===== src/rtl/rxc_pkg.sv =====
package rxc_pkg;

  // ****************************************
  // Register offsets
  // ****************************************
  localparam int ADDR_W = 8;
  localparam logic [7:0] OFF_STRENGTH_LEVEL = 8'h0f;
  localparam logic [7:0] OFF_FILTER_BW = 8'h10;
  localparam logic [7:0] OFF_POLY_CENTER = 8'h11;
  localparam logic [7:0] OFF_SYNC_CFG = 8'h12;
  localparam logic [7:0] OFF_RSVD = 8'h13;
  localparam logic [7:0] OFF_STRENGTH = 8'h14;
  localparam logic [7:0] OFF_OOK_CFG = 8'h15;
  localparam logic [7:0] OFF_PATTERN0 = 8'h16;
  localparam logic [7:0] OFF_PATTERN1 = 8'h17;
  localparam logic [7:0] OFF_PATTERN2 = 8'h18;
  localparam logic [7:0] OFF_PATTERN3 = 8'h19;

  // ****************************************
  // Values after reset
  // ****************************************
  localparam logic [7:0] RST_FILTER_BW = 8'ha3;
  localparam logic [7:0] RST_POLY_CENTER = 8'h38;
  localparam logic [7:0] RST_SYNC_CFG = 8'h18;
  localparam logic [7:0] RST_RSVD = 8'h07;
  localparam logic [7:0] RST_OOK_CFG = 8'h00;
  localparam logic [7:0] RST_STRENGTH_LEVEL = 8'h00;
  localparam logic [7:0] RST_PATTERN = 8'h00;

  // ****************************************
  // Field positions
  // ****************************************
  localparam int PASSIVE_LSB = 4;
  localparam int RECEIVER_LSB = 0;
  localparam int CENTER_LSB = 4;
  localparam int POLY_EN_BIT = 7;
  localparam int BITSYNC_OFF_BIT = 6;
  localparam int SYNC_ON_BIT = 5;
  localparam int SYNC_LEN_LSB = 3;
  localparam int SYNC_TOL_LSB = 1;
  localparam int STEP_LSB = 5;
  localparam int RATE_LSB = 2;
  localparam int CUTOFF_LSB = 0;

  // ****************************************
  // Counts
  // ****************************************
  localparam int SYNC_MAX_BITS = 32;
  localparam logic [3:0] SUBCHIP_PER_CHIP = 4'h8;

endpackage


===== src/rtl/rxc_sync_if.sv =====
`timescale 1ns/1ps
interface rxc_sync_if;
  logic [31:0] sync_pattern;
  logic [1:0] sync_len;
  logic [1:0] sync_tol;
  logic sync_enable;
  logic rx_bit;
  logic rx_bit_valid;
  logic sync_match;

  modport cfg (
    output sync_pattern,
    output sync_len,
    output sync_tol,
    output sync_enable,
    output rx_bit,
    output rx_bit_valid,
    input sync_match
  );

  modport det (
    input sync_pattern,
    input sync_len,
    input sync_tol,
    input sync_enable,
    input rx_bit,
    input rx_bit_valid,
    output sync_match
  );
endinterface


===== src/rtl/rxc_regs.sv =====
`timescale 1ns/1ps
// Notes on behaviour
// Sync recognition runs only while the sync enable bit is one; reset off.
// Sync length code 00..11 selects 8, 16, 24, 32 bits; reset 11.
// Tolerance code allows zero to three mismatched bits; reset zero.
// Bit synchronizer active in continuous receive unless disable bit set.
// Signal strength is read-only, half dB per step; host never writes it.
// Threshold step codes map 0.5 to 6.0 dB; reset code 000.
// Decrement rate once per 1..8 chips or 2..16 times per chip; 16 per chip clamps to every sub-chip tick, 8 per chip.
// Averaging cutoff 00 or 11; 01 and 10 reserved for host.
// Polyphase enable bit switches the filter on; resets off.
// Passive bandwidth code in upper nibble of register 16; reset 1010.
// Receiver bandwidth code in lower nibble of register 16; reset 0011.
// Polyphase centre code in upper nibble of register 17; reset 0011.
// Sync pattern in four bytes, first most significant, used per length.
// Strength interrupt level uses strength coding; resets to zero.
// Match when recent bits differ from pattern within tolerance.
module rxc_regs (
  input wire logic clk,
  input wire logic rst_b,
  input wire logic [7:0] reg_addr,
  input wire logic [7:0] reg_wdata,
  input wire logic reg_wr,
  input wire logic reg_rd,
  output logic [7:0] reg_rdata,
  input wire logic rx_bit,
  input wire logic rx_bit_valid,
  input wire logic cont_rx_mode,
  input wire logic [7:0] strength_in,
  input wire logic chip_tick,
  input wire logic subchip_tick,
  output logic [3:0] passive_bw_code,
  output logic [3:0] receiver_bw_code,
  output logic [3:0] polyphase_center_code,
  output logic polyphase_enable,
  output logic bitsync_active,
  output logic [2:0] onoff_threshold_step,
  output logic [3:0] step_half_db,
  output logic threshold_dec_tick,
  output logic [1:0] onoff_average_cutoff,
  output logic sync_match,
  output logic strength_above_level
);

  // ****************************************
  // Decoding
  // ****************************************
  function automatic logic hit(input logic [7:0] a, input logic [7:0] off);
    return a == off;
  endfunction

  function automatic logic [3:0] step_lut(input logic [2:0] code);
    logic [3:0] v;
    v = 4'h0;
    case (code)
      3'h0: v = 4'h1;
      3'h1: v = 4'h2;
      3'h2: v = 4'h3;
      3'h3: v = 4'h4;
      3'h4: v = 4'h6;
      3'h5: v = 4'h8;
      3'h6: v = 4'ha;
      default: v = 4'hc;
    endcase
    return v;
  endfunction

  logic [7:0] filter_bw_r;
  logic [7:0] poly_center_r;
  logic [7:0] sync_cfg_r;
  logic [7:0] rsvd_r;
  logic [7:0] strength_value_r;
  logic [7:0] ook_cfg_r;
  logic [7:0] level_r;
  logic [7:0] pattern_r [4];
  logic [7:0] rdata_r;
  logic bitsync_r;
  logic [3:0] step_r;
  logic [3:0] rate_cnt_r;
  logic dec_tick_r;
  logic above_r;

  wire wr_filter = reg_wr && hit(reg_addr, rxc_pkg::OFF_FILTER_BW);
  wire wr_poly = reg_wr && hit(reg_addr, rxc_pkg::OFF_POLY_CENTER);
  wire wr_sync = reg_wr && hit(reg_addr, rxc_pkg::OFF_SYNC_CFG);
  wire wr_rsvd = reg_wr && hit(reg_addr, rxc_pkg::OFF_RSVD);
  wire wr_ook = reg_wr && hit(reg_addr, rxc_pkg::OFF_OOK_CFG);
  wire wr_level = reg_wr && hit(reg_addr, rxc_pkg::OFF_STRENGTH_LEVEL);
  wire [31:0] pattern_word = {pattern_r[0], pattern_r[1], pattern_r[2], pattern_r[3]};

  wire [7:0] pattern_rd =
    hit(reg_addr, rxc_pkg::OFF_PATTERN0) ? pattern_r[0] :
    hit(reg_addr, rxc_pkg::OFF_PATTERN1) ? pattern_r[1] :
    hit(reg_addr, rxc_pkg::OFF_PATTERN2) ? pattern_r[2] :
    hit(reg_addr, rxc_pkg::OFF_PATTERN3) ? pattern_r[3] : 8'h00;
  // Unmapped addresses read zero
  wire [7:0] rd_mux =
    hit(reg_addr, rxc_pkg::OFF_STRENGTH_LEVEL) ? level_r :
    hit(reg_addr, rxc_pkg::OFF_FILTER_BW) ? filter_bw_r :
    hit(reg_addr, rxc_pkg::OFF_POLY_CENTER) ? poly_center_r :
    hit(reg_addr, rxc_pkg::OFF_SYNC_CFG) ? sync_cfg_r :
    hit(reg_addr, rxc_pkg::OFF_RSVD) ? rsvd_r :
    hit(reg_addr, rxc_pkg::OFF_STRENGTH) ? strength_value_r :
    hit(reg_addr, rxc_pkg::OFF_OOK_CFG) ? ook_cfg_r : pattern_rd;

  // ****************************************
  // Configuration registers
  // ****************************************
  // bandwidth codes
  always_ff @(posedge clk) begin
    if (!rst_b) begin
      filter_bw_r <= rxc_pkg::RST_FILTER_BW;
    end else if (wr_filter) begin
      filter_bw_r <= reg_wdata;
    end
  end

  // centre code
  always_ff @(posedge clk) begin
    if (!rst_b) begin
      poly_center_r <= rxc_pkg::RST_POLY_CENTER;
    end else if (wr_poly) begin
      poly_center_r <= reg_wdata;
    end
  end

  // polyphase enable with sync fields
  always_ff @(posedge clk) begin
    if (!rst_b) begin
      sync_cfg_r <= rxc_pkg::RST_SYNC_CFG;
    end else if (wr_sync) begin
      sync_cfg_r <= reg_wdata;
    end
  end

  always_ff @(posedge clk) begin
    if (!rst_b) begin
      rsvd_r <= rxc_pkg::RST_RSVD;
    end else if (wr_rsvd) begin
      rsvd_r <= reg_wdata;
    end
  end

  // cutoff stored as written
  always_ff @(posedge clk) begin
    if (!rst_b) begin
      ook_cfg_r <= rxc_pkg::RST_OOK_CFG;
    end else if (wr_ook) begin
      ook_cfg_r <= reg_wdata;
    end
  end

  // strength level
  always_ff @(posedge clk) begin
    if (!rst_b) begin
      level_r <= rxc_pkg::RST_STRENGTH_LEVEL;
    end else if (wr_level) begin
      level_r <= reg_wdata;
    end
  end

  // pattern bytes
  for (genvar g = 0; g < 4; g++) begin : g_pattern
    wire [7:0] off = rxc_pkg::OFF_PATTERN0 + 8'(g);
    always_ff @(posedge clk) begin
      if (!rst_b) begin
        pattern_r[g] <= rxc_pkg::RST_PATTERN;
      end else if (reg_wr && hit(reg_addr, off)) begin
        pattern_r[g] <= reg_wdata;
      end
    end
  end

  // ****************************************
  // Status and read port
  // ****************************************
  // strength tracks the input, writes ignored
  always_ff @(posedge clk) begin
    if (!rst_b) begin
      strength_value_r <= 8'h00;
      above_r <= 1'b0;
    end else begin
      strength_value_r <= strength_in;
      above_r <= strength_value_r > level_r;
    end
  end

  always_ff @(posedge clk) begin
    if (!rst_b) begin
      rdata_r <= 8'h00;
    end else begin
      rdata_r <= reg_rd ? rd_mux : 8'h00;
    end
  end

  // ****************************************
  // Demodulator controls
  // ****************************************
  // bit synchronizer gate
  always_ff @(posedge clk) begin
    if (!rst_b) begin
      bitsync_r <= 1'b0;
    end else begin
      bitsync_r <= cont_rx_mode && !sync_cfg_r[rxc_pkg::BITSYNC_OFF_BIT];
    end
  end

  // step in half dB
  always_ff @(posedge clk) begin
    if (!rst_b) begin
      step_r <= 4'h1;
    end else begin
      step_r <= step_lut(ook_cfg_r[rxc_pkg::STEP_LSB +: 3]);
    end
  end

  // decrement rate: slow codes count chips, fast codes count sub-chip ticks
  wire [2:0] rate_code = ook_cfg_r[rxc_pkg::RATE_LSB +: 3];
  wire rate_src = rate_code[2] ? subchip_tick : chip_tick;
  // Fast codes: 2, 4, 8 per chip; 16 per chip clamps to every sub-chip tick
  wire [3:0] fast_period = rxc_pkg::SUBCHIP_PER_CHIP >> ({1'b0, rate_code[1:0]} + 3'h1);
  wire [3:0] rate_period = !rate_code[2] ? (4'h1 << rate_code[1:0]) :
                           (fast_period == 4'h0) ? 4'h1 : fast_period;
  wire rate_last = rate_cnt_r >= (rate_period - 4'h1);

  always_ff @(posedge clk) begin
    if (!rst_b) begin
      rate_cnt_r <= 4'h0;
      dec_tick_r <= 1'b0;
    end else begin
      dec_tick_r <= rate_src && rate_last;
      if (rate_src) begin
        rate_cnt_r <= rate_last ? 4'h0 : rate_cnt_r + 4'h1;
      end
    end
  end

  // ****************************************
  // Sync detector
  // ****************************************
  rxc_sync_if sync_bus ();

  // fields steer the detector
  assign sync_bus.sync_pattern = pattern_word;
  assign sync_bus.sync_len = sync_cfg_r[rxc_pkg::SYNC_LEN_LSB +: 2];
  assign sync_bus.sync_tol = sync_cfg_r[rxc_pkg::SYNC_TOL_LSB +: 2];
  assign sync_bus.sync_enable = sync_cfg_r[rxc_pkg::SYNC_ON_BIT];
  assign sync_bus.rx_bit = rx_bit;
  assign sync_bus.rx_bit_valid = rx_bit_valid;

  rxc_sync_det u_det (
    .clk(clk),
    .rst_b(rst_b),
    .bus(sync_bus.det)
  );

  // ****************************************
  // Outputs
  // ****************************************
  assign reg_rdata = rdata_r;
  assign passive_bw_code = filter_bw_r[rxc_pkg::PASSIVE_LSB +: 4];
  assign receiver_bw_code = filter_bw_r[rxc_pkg::RECEIVER_LSB +: 4];
  assign polyphase_center_code = poly_center_r[rxc_pkg::CENTER_LSB +: 4];
  assign polyphase_enable = sync_cfg_r[rxc_pkg::POLY_EN_BIT];
  assign bitsync_active = bitsync_r;
  assign onoff_threshold_step = ook_cfg_r[rxc_pkg::STEP_LSB +: 3];
  assign step_half_db = step_r;
  assign threshold_dec_tick = dec_tick_r;
  assign onoff_average_cutoff = ook_cfg_r[rxc_pkg::CUTOFF_LSB +: 2];
  assign sync_match = sync_bus.sync_match;
  assign strength_above_level = above_r;

  // ****************************************
  // Checks
  // ****************************************
  a_sync_cfg_reset: assert property (
    @(posedge clk) !rst_b |=> sync_cfg_r == rxc_pkg::RST_SYNC_CFG)
    else $error("sync config reset value wrong");

  a_strength_read: assert property (
    @(posedge clk) disable iff (!rst_b)
    reg_rd && hit(reg_addr, rxc_pkg::OFF_STRENGTH) |=> reg_rdata == $past(strength_value_r))
    else $error("strength read mismatch");

  a_bitsync_gate: assert property (
    @(posedge clk) disable iff (!rst_b)
    cont_rx_mode && !sync_cfg_r[rxc_pkg::BITSYNC_OFF_BIT] |=> bitsync_active)
    else $error("bit synchronizer not active");

  a_poly_write: assert property (
    @(posedge clk) disable iff (!rst_b)
    wr_sync |=> polyphase_enable == $past(reg_wdata[rxc_pkg::POLY_EN_BIT]))
    else $error("polyphase enable not written");

  a_bw_write: assert property (
    @(posedge clk) disable iff (!rst_b)
    wr_filter |=> {passive_bw_code, receiver_bw_code} == $past(reg_wdata))
    else $error("bandwidth codes not written");

  a_center_write: assert property (
    @(posedge clk) disable iff (!rst_b)
    wr_poly |=> polyphase_center_code == $past(reg_wdata[7:4]))
    else $error("centre code not written");

  a_step_map: assert property (
    @(posedge clk) disable iff (!rst_b)
    $stable(ook_cfg_r) && ook_cfg_r[7:5] == 3'h4 |=> step_half_db == 4'h6)
    else $error("threshold step map wrong");

  a_rate_every_chip: assert property (
    @(posedge clk) disable iff (!rst_b)
    rate_code == 3'h0 && chip_tick |=> threshold_dec_tick)
    else $error("decrement tick missing");

  a_level_compare: assert property (
    @(posedge clk) disable iff (!rst_b)
    ##1 strength_above_level == ($past(strength_value_r) > $past(level_r)))
    else $error("level compare wrong");

endmodule


===== src/rtl/rxc_sync_det.sv =====
`timescale 1ns/1ps
module rxc_sync_det (
  input wire logic clk,
  input wire logic rst_b,
  rxc_sync_if.det bus
);

  // ****************************************
  // Helpers
  // ****************************************
  function automatic logic [5:0] ones_count(input logic [31:0] v);
    logic [5:0] n;
    n = 6'h00;
    for (int i = 0; i < 32; i++) begin
      n = n + {5'h00, v[i]};
    end
    return n;
  endfunction

  logic [31:0] shift_r;
  logic [31:0] shift_nxt;
  logic [5:0] fill_r;
  logic [5:0] fill_nxt;
  logic match_r;
  logic match_nxt;
  wire [5:0] len_bits = {1'b0, bus.sync_len, 3'h0} + 6'h08;
  wire [31:0] len_mask = 32'hffffffff >> (6'h20 - len_bits);
  // first byte is most significant, unused bytes drop out
  wire [31:0] pattern_aligned = bus.sync_pattern >> (6'h20 - len_bits);
  wire [31:0] diff = (shift_nxt ^ pattern_aligned) & len_mask;
  wire [5:0] errors = ones_count(diff);

  assign shift_nxt = {shift_r[30:0], bus.rx_bit};
  assign fill_nxt = (fill_r == 6'h20) ? fill_r : fill_r + 6'h01;
  // match when window full and errors within tolerance
  assign match_nxt = bus.sync_enable && bus.rx_bit_valid && (fill_nxt >= len_bits)
                     && (errors <= {4'h0, bus.sync_tol});
  assign bus.sync_match = match_r;

  // ****************************************
  // Bit window
  // ****************************************
  // recognition only while enabled
  always_ff @(posedge clk) begin
    if (!rst_b || !bus.sync_enable) begin
      shift_r <= 32'h00000000;
      fill_r <= 6'h00;
    end else if (bus.rx_bit_valid) begin
      shift_r <= shift_nxt;
      fill_r <= fill_nxt;
    end
  end

  always_ff @(posedge clk) begin
    if (!rst_b) begin
      match_r <= 1'b0;
    end else begin
      match_r <= match_nxt;
    end
  end

  // ****************************************
  // Checks
  // ****************************************
  a_off_no_match: assert property (
    @(posedge clk) disable iff (!rst_b) !bus.sync_enable |=> !match_r)
    else $error("sync match while recognition off");

  a_match_errors: assert property (
    @(posedge clk) disable iff (!rst_b)
    match_r |-> $past(errors) <= {4'h0, $past(bus.sync_tol)})
    else $error("sync match with too many errors");

  a_match_length: assert property (
    @(posedge clk) disable iff (!rst_b)
    match_r |-> $past(fill_nxt) >= $past(len_bits) && $past(bus.rx_bit_valid))
    else $error("sync match before length bits received");

endmodule


===== config.mk =====
export PLATFORM = sky130hd
export DESIGN_NAME = rxc_regs
export DESIGN_NICKNAME = d
export VERILOG_FILES = /design/src/rtl/rxc_pkg.sv /design/src/rtl/rxc_sync_if.sv /design/src/rtl/rxc_regs.sv /design/src/rtl/rxc_sync_det.sv
export SDC_FILE = /design/constraint.sdc
export NUM_CORES = 1
export LEC_CHECK = 0
export ABC_CLOCK_PERIOD_IN_PS = 8600
export BUFFER_PORTS_ARGS = -buffer_cell sky130_fd_sc_hd__buf_2
export CAP_MARGIN = 5
export CORE_MARGIN = 5
export CORE_UTILIZATION = 40
export CTS_CLUSTER_SIZE = 14
export DETAILED_ROUTE_END_ITERATION = 8
export PLACE_DENSITY = 0.61
export SYNTH_ARGS = -nofsm -noshare
export SYNTH_HDL_FRONTEND = slang
export SYNTH_HIERARCHICAL = 1
export SYNTH_SLANG_ARGS = --single-unit
export TNS_END_PERCENT = 100

===== constraint.sdc =====
create_clock -name clk -period 8.6 [get_ports clk]
set_input_delay 1.72 -clock clk [delete_from_list [all_inputs] [get_ports clk]]
set_output_delay 1.72 -clock clk [all_outputs]
set_load 0.01 [all_outputs]

Word level (Yosys, flattened, before mapping)
Memory sizes are Yosys's and may differ from the RTL's. Cells that the tools add are included. Widths: inputs -> output; s select.

Flip-flop bits (word level): 113. Bits in latches: 0. Memory bits (writable): 32. Memory bits (read-only): 0. Bits of input ports: 33. Output and inout port bits: 34. Logic and storage cells: 142. Memories: 1.

$add $sub $neg: 37. $mul: 0. Div/mod/pow operators: 0. $lt $le $gt $ge: 4. Equality and inequality tests: 18. Shifts and indexed selects: 4. Multiplexer cells: 34. Bitwise operators: 6. Reduce and logical (&&, ||, !) cells: 22.

Memories: pattern_r (depth 4, width 8, rd ports 4, clocked after Yosys merged registers in 0, wr ports 4, line rxc_regs.sv:75) `logic [7:0] pattern_r [4];`.

Operators with widths (count): $add 6x1->6 (30); $mux 8 (15); $eq 8x5->1 const B (10); $and 32x32->32 (1); $shr 32x6->32 (1); $shr 32x6->32 const A (1); $xor 32x32->32 (1); $pmux 4 s7 (1); $logic_and 1x1->1 (15); $mux 1 (14); $mux 4 (3); $eq 3x3->1 const B (3); $eq 8x4->1 const B (1); $gt 8x8->1 (1); $add 5x4->6 const B (1); $add 6x1->6 const B (1); $eq 3x2->1 const B (2); $eq 6x6->1 const B (1); $ge 6x6->1 (1); $le 6x2->1 (1); $mux 6 (1); $sub 6x6->6 const A (1); $add 4x1->4 const B (1); $ge 4x4->1 (1); other kinds (12) (17).

Logic depth before layout (Yosys ltp)
Depth after elaboration: 38. Gate-level depth with buffers: 27. Depth with buffers taken out: 23.

Modules after synthesis
Netlist, hierarchy kept.

By module, submodules not included: rxc_regs (times used 1, cells an instance 547, area an instance 5305.1 sq um, sequential area each 2462.4 sq um); rxc_sync_det (times used 1, cells an instance 370, area an instance 3407.0 sq um, sequential area each 760.7 sq um).

Least setup slack after synthesis
OpenSTA, ideal clock, no wires.

Path kind: reg2reg. Start point: register sync_cfg_r[3]. End point: register u_det.match_r (netlist: u_det/bus.sync_match). Setup time: 0.070 ns. Arrival time: 7.042 ns. Data required time: 8.530 ns. Slack: 1.488 ns. Stages on the path, launching flop included: 27. Buffers on the path: 3. Clock period less this slack: 7.112 ns. Cells stage by stage: dfxtp_1 -> buf_6 -> buf_8 -> inv_1 -> ha_1 -> buf_6 -> mux4_2 -> xnor2_1 -> fa_1 -> inv_1 -> ha_1 -> inv_1 -> fa_1 -> inv_1 -> fa_1 -> fa_1 -> fa_1 -> fa_1 -> inv_1 -> fa_1 -> inv_1 -> fa_1 -> ha_1 -> nor2b_1 -> o21ai_0 -> nand4_1 -> a21oi_1.

Longest elaborated chain between the ends: 38. Elaborated cells on any way between the ends: 41. Those cells by class: 33 x add/sub; 2 x order compare; 2 x shift; 2 x bitwise; 2 x reduce/logical.

Ends and longest elaborated chain: start: declaration (line rxc_regs.sv:70) `logic [7:0] sync_cfg_r;`; start signal: assignment (line rxc_regs.sv:130) `sync_cfg_r <= rxc_pkg::RST_SYNC_CFG;`; start signal: assignment (line rxc_regs.sv:132) `sync_cfg_r <= reg_wdata;`; $add 5x4->6 (*) (line rxc_sync_det.sv:26) `wire [5:0] len_bits = {1'b0, bus.sync_len, 3'h0} + 6'h08;`; $sub 6x6->6 (line rxc_sync_det.sv:27, rxc_sync_det.sv:29); $shr 32x6->32 (line rxc_sync_det.sv:29) `wire [31:0] pattern_aligned = bus.sync_pattern >> (6'h20 - len_bits);`; $xor 32x32->32 (line rxc_sync_det.sv:30) `wire [31:0] diff = (shift_nxt ^ pattern_aligned) & len_mask;`; $and 32x32->32 (line rxc_sync_det.sv:30); $add 1x1->2 (line rxc_sync_det.sv:15) `n = n + {5'h00, v[i]};`; $add 6x1->6 (30 in a row) (line rxc_sync_det.sv:15); $le 6x2->1 (line rxc_sync_det.sv:37) `&& (errors <= {4'h0, bus.sync_tol});`; $logic_and 1x1->1 (*) (line rxc_sync_det.sv:37); end signal: assignment (line rxc_sync_det.sv:58) `match_r <= match_nxt;`; end: declaration (line rxc_sync_det.sv:24) `logic match_r;`.

Every way passes the cells marked *; elsewhere a longest branch is shown, timed or not. A chain may end at the register's enable or synchronous reset.

Worst setup path in the final report
Start point: register sync_cfg_r[4]. End point: register u_det.match_r (netlist: u_det/bus.sync_match).

Same word-level chain as after synthesis.

==> reports/qor.yml <==
logic_synthesis:
  netlist_top_cells_count: "113 x dfxtp_1, 82 x nor2_1, 76 x nand2_1"
  synth_cell_types: 69
  synth-xor-area-share_pct: 3.72
  synthArstFlopShare_pct: 0
  synth-compound-area-share_pct: 10.8
  synth_top_area_share_pct: 26.0
  ys_seq_elements: 145
  syn_area_um2: 8710
  syn_nets: 1011
  synth_top_family_by_area: "simple AND/OR/NAND/NOR gates"
  synthMuxAreaShare_pct: 11.0
  synth_area_per_cell_um2: 9.50
  synthAdderAreaFrac_pct: 10.9
  yosysSeqAreaShare_pct: 37.0
  yosys.area_share.simple_pct: 20.2
  netlist_top_cells_area: "dfxtp_1 26%, edfxtp_1 11%, mux2i_1 8.0%"
  synth-edff-count: 32
  yosys.area.top_type: "dfxtp_1"
  yosysMostFrequentCell: "dfxtp_1"
  synthFlopType: "dfxtp_1"
  synth_cells: 917
  ys_warn_count: 6
timing:
  hold_viol: 0
  skew_ns: 0.0171
  timing.fmax_mhz: 135
  relSlewSlack_pct: 20.0
  setup_viol: 0
  min_period_ns: 7.39
  worst_pin_slew_ns: 1.19
  period_share_pct: 86.0
  setup-tns-final_ns: 0
  rsz0062_at_grt: "no"
  finalMaxSlewViolations: 0
clock_tree:
  post_cts_buffers: 0
  cts-htree-levels: 4
  cts_tree: "done"
  hold_buffers: 0
  path_clk_slew_ns: 0.07
  clk_latency_ns: 0.43
  cts_buffer_depth: 2
  cts_repair_resize_count: 0
  cts-root-buf: "clkbuf_16"
  numCtsBuffers: 17
  cts_sinks: 145
floorplan:
  die_w_um: 158
  die_h_um: 158
  start_util_pct: 40.3
  core_um2: 21600
  ios: 67
  fp.dieArea_um2: 24800
  num_rows: 54
placed_design:
  io_buffers: 66
  dpl.hpwl_um: 16600
  placed_cells: 1198
  globalplace.congestion: 0.867
route:
  dr.pass1.iters: 6
  drc: 0
  num_vias: 6821
  wl_per_cell_um: 19.4
  drtIter0Drc: 627
  via_per_inst: 5.55
  wl_um: 23900
  ant_nets: 0
global_routing:
  grt_pass1_vias: 6663
  grt_antenna_before_repair: 1
  grt_pass1_wl_um: 37900
  track_usage_pct: 19.8
  grt_max_degree: 40
  grt-ovfl-total: 0
worst_setup_path:
  worstPathArrival_ns: 7.75
  worstPathRequired_ns: 8.96
  critical_path.max_fanout: 19
  path_class: "reg -> reg"
  crit_path_end_kind: "flop"
  crit_path_start_kind: "flop"
outcome:
  status: "finished, final reports clean"
power:
  p_leak_uw: 0.00405
  power_density_nw_per_um2: 213
  vdd_ir_drop_max_mv: 0.168
finish:
  nets: 1031
  final_cells: 1230
  diodes: 0
  syn2layout_area_growth_pct: 11.4
  drive_gt1_share_pct: 13.1
min_path:
  hold_path_class: "reg -> reg"
job:
  max-cap-violations: 0
==> worst paths after layout <==
| path | to | cells after the start | slack (ns) | start |
|---|---|---|---|---|
| max | u_det/bus.sync_match | 23 | 1.21 | sync_cfg_r[4] |
| min | poly_center_r[0] | 2 | 0.46 | poly_center_r[0] |
| max reg2reg | u_det/bus.sync_match | 23 | 1.21 | sync_cfg_r[4] |
| min reg2reg | poly_center_r[0] | 2 | 0.46 | poly_center_r[0] |
==> worst max-delay path, cell delays in order, from the launching register on <==
cell     delay, ns
dfxtp_1       0.43
inv_1         0.07
ha_1          0.71
mux4_2        0.61
xnor2_1       0.17
fa_1          0.55
inv_1         0.05
ha_1          0.26
inv_1         0.05
fa_1          0.50
inv_1         0.06
fa_1          0.50
fa_1          0.52
fa_1          0.52
fa_1          0.55
inv_1         0.06
fa_1          0.43
inv_1         0.08
fa_1          0.41
ha_1          0.30
nor2b_1       0.13
o21ai_0       0.14
nand4_1       0.12
a21oi_1       0.14
==> registers in the layout (all words and copies together), names as in the netlist <==
register / cells
rsvd_r: 8
threshold_dec_tick: 1
pattern_r: 32
rate_cnt_r: 4
sync_cfg_r: 8
strength_above_level: 1
bitsync_active: 1
u_det/shift_r: 31
u_det/fill_r: 6
u_det/bus.sync_match: 1
step_half_db: 4
strength_value_r: 8
poly_center_r: 8
level_r: 8
reg_rdata: 8
filter_bw_r: 8
ook_cfg_r: 8
==> final cells by class <==
type / instances / area [um2]
clock inverters: 14 / 183
flip-flops and latches: 145 / 3220
fillers: 2116 / 11900
repair buffers: 72 / 375
well taps: 280 / 350
clock buffers: 18 / 450
inverters: 49 / 184
multi-input cells: 652 / 4940
==> stage by stage <==
stage	hold WS (ns)	area, um2	setup WS [ns]	total power, uW	utilization, %
final	0.458	9700	1.21	2060	44.9
after detailed placement	0.448	9070	1.16	1280	42.0
after global placement	0.446	9070	1.27	1260	42.0
after global routing	0.485	9700	0.798	2220	44.9
after floorplan	0.411	8710	1.49	1150	-
after CTS	0.458	9700	1.19	2080	44.9
==> cell families after synthesis <==
| family | count (synthesis) |
|---|---|
| adders and majority gates | 61 |
| xor gates and xnor gates | 37 |
| other | 1 |
| DFF | 145 |
| buffers and inverters | 120 |
| AOI/OAI and AO/OA | 140 |
| and+or+nand+nor | 329 |
| muxes | 84 |
==> report_power, final <==
group          internal (uW)  switching, uW
Sequential               707           17.6
Combinational            239            295
Clock                    461            343
==> metal layers <==
metal | vias up | GRT usage, % | wire length [um]
li1 | 3256 | - | -
met1 | 3304 | 27.6 | 10900
met2 | 211 | 30.7 | 11100
met3 | 48 | 3.47 | 1210
met4 | 2 | 7.82 | 697
met5 | - | 0 | 11
==> cell usage in the layout (no fill, tap or decap), types with 6 or more instances in the layout <==
master and instances:
buf_4 6, nand2_1 76, buf_2 66, ha_1 36
xor2_1 12, edfxtp_1 32, nand3b_1 6, mux2i_1 70
clkbuf_16 18, nor3_1 9, dfxtp_1 113, xnor2_1 25
fa_1 25, nor2b_1 7, o21ai_0 18, nand3_1 44
a21o_1 6, nand2b_1 12, a21oi_1 39, and3_1 6
o22ai_1 14, nand4_1 7, nor2_1 82, o2bb2ai_1 7
o211ai_1 6, and2_1 48, inv_1 48, mux2_2 6
nor4bb_1 6, a2111oi_0 7
(Power assumes the default switching activity.)
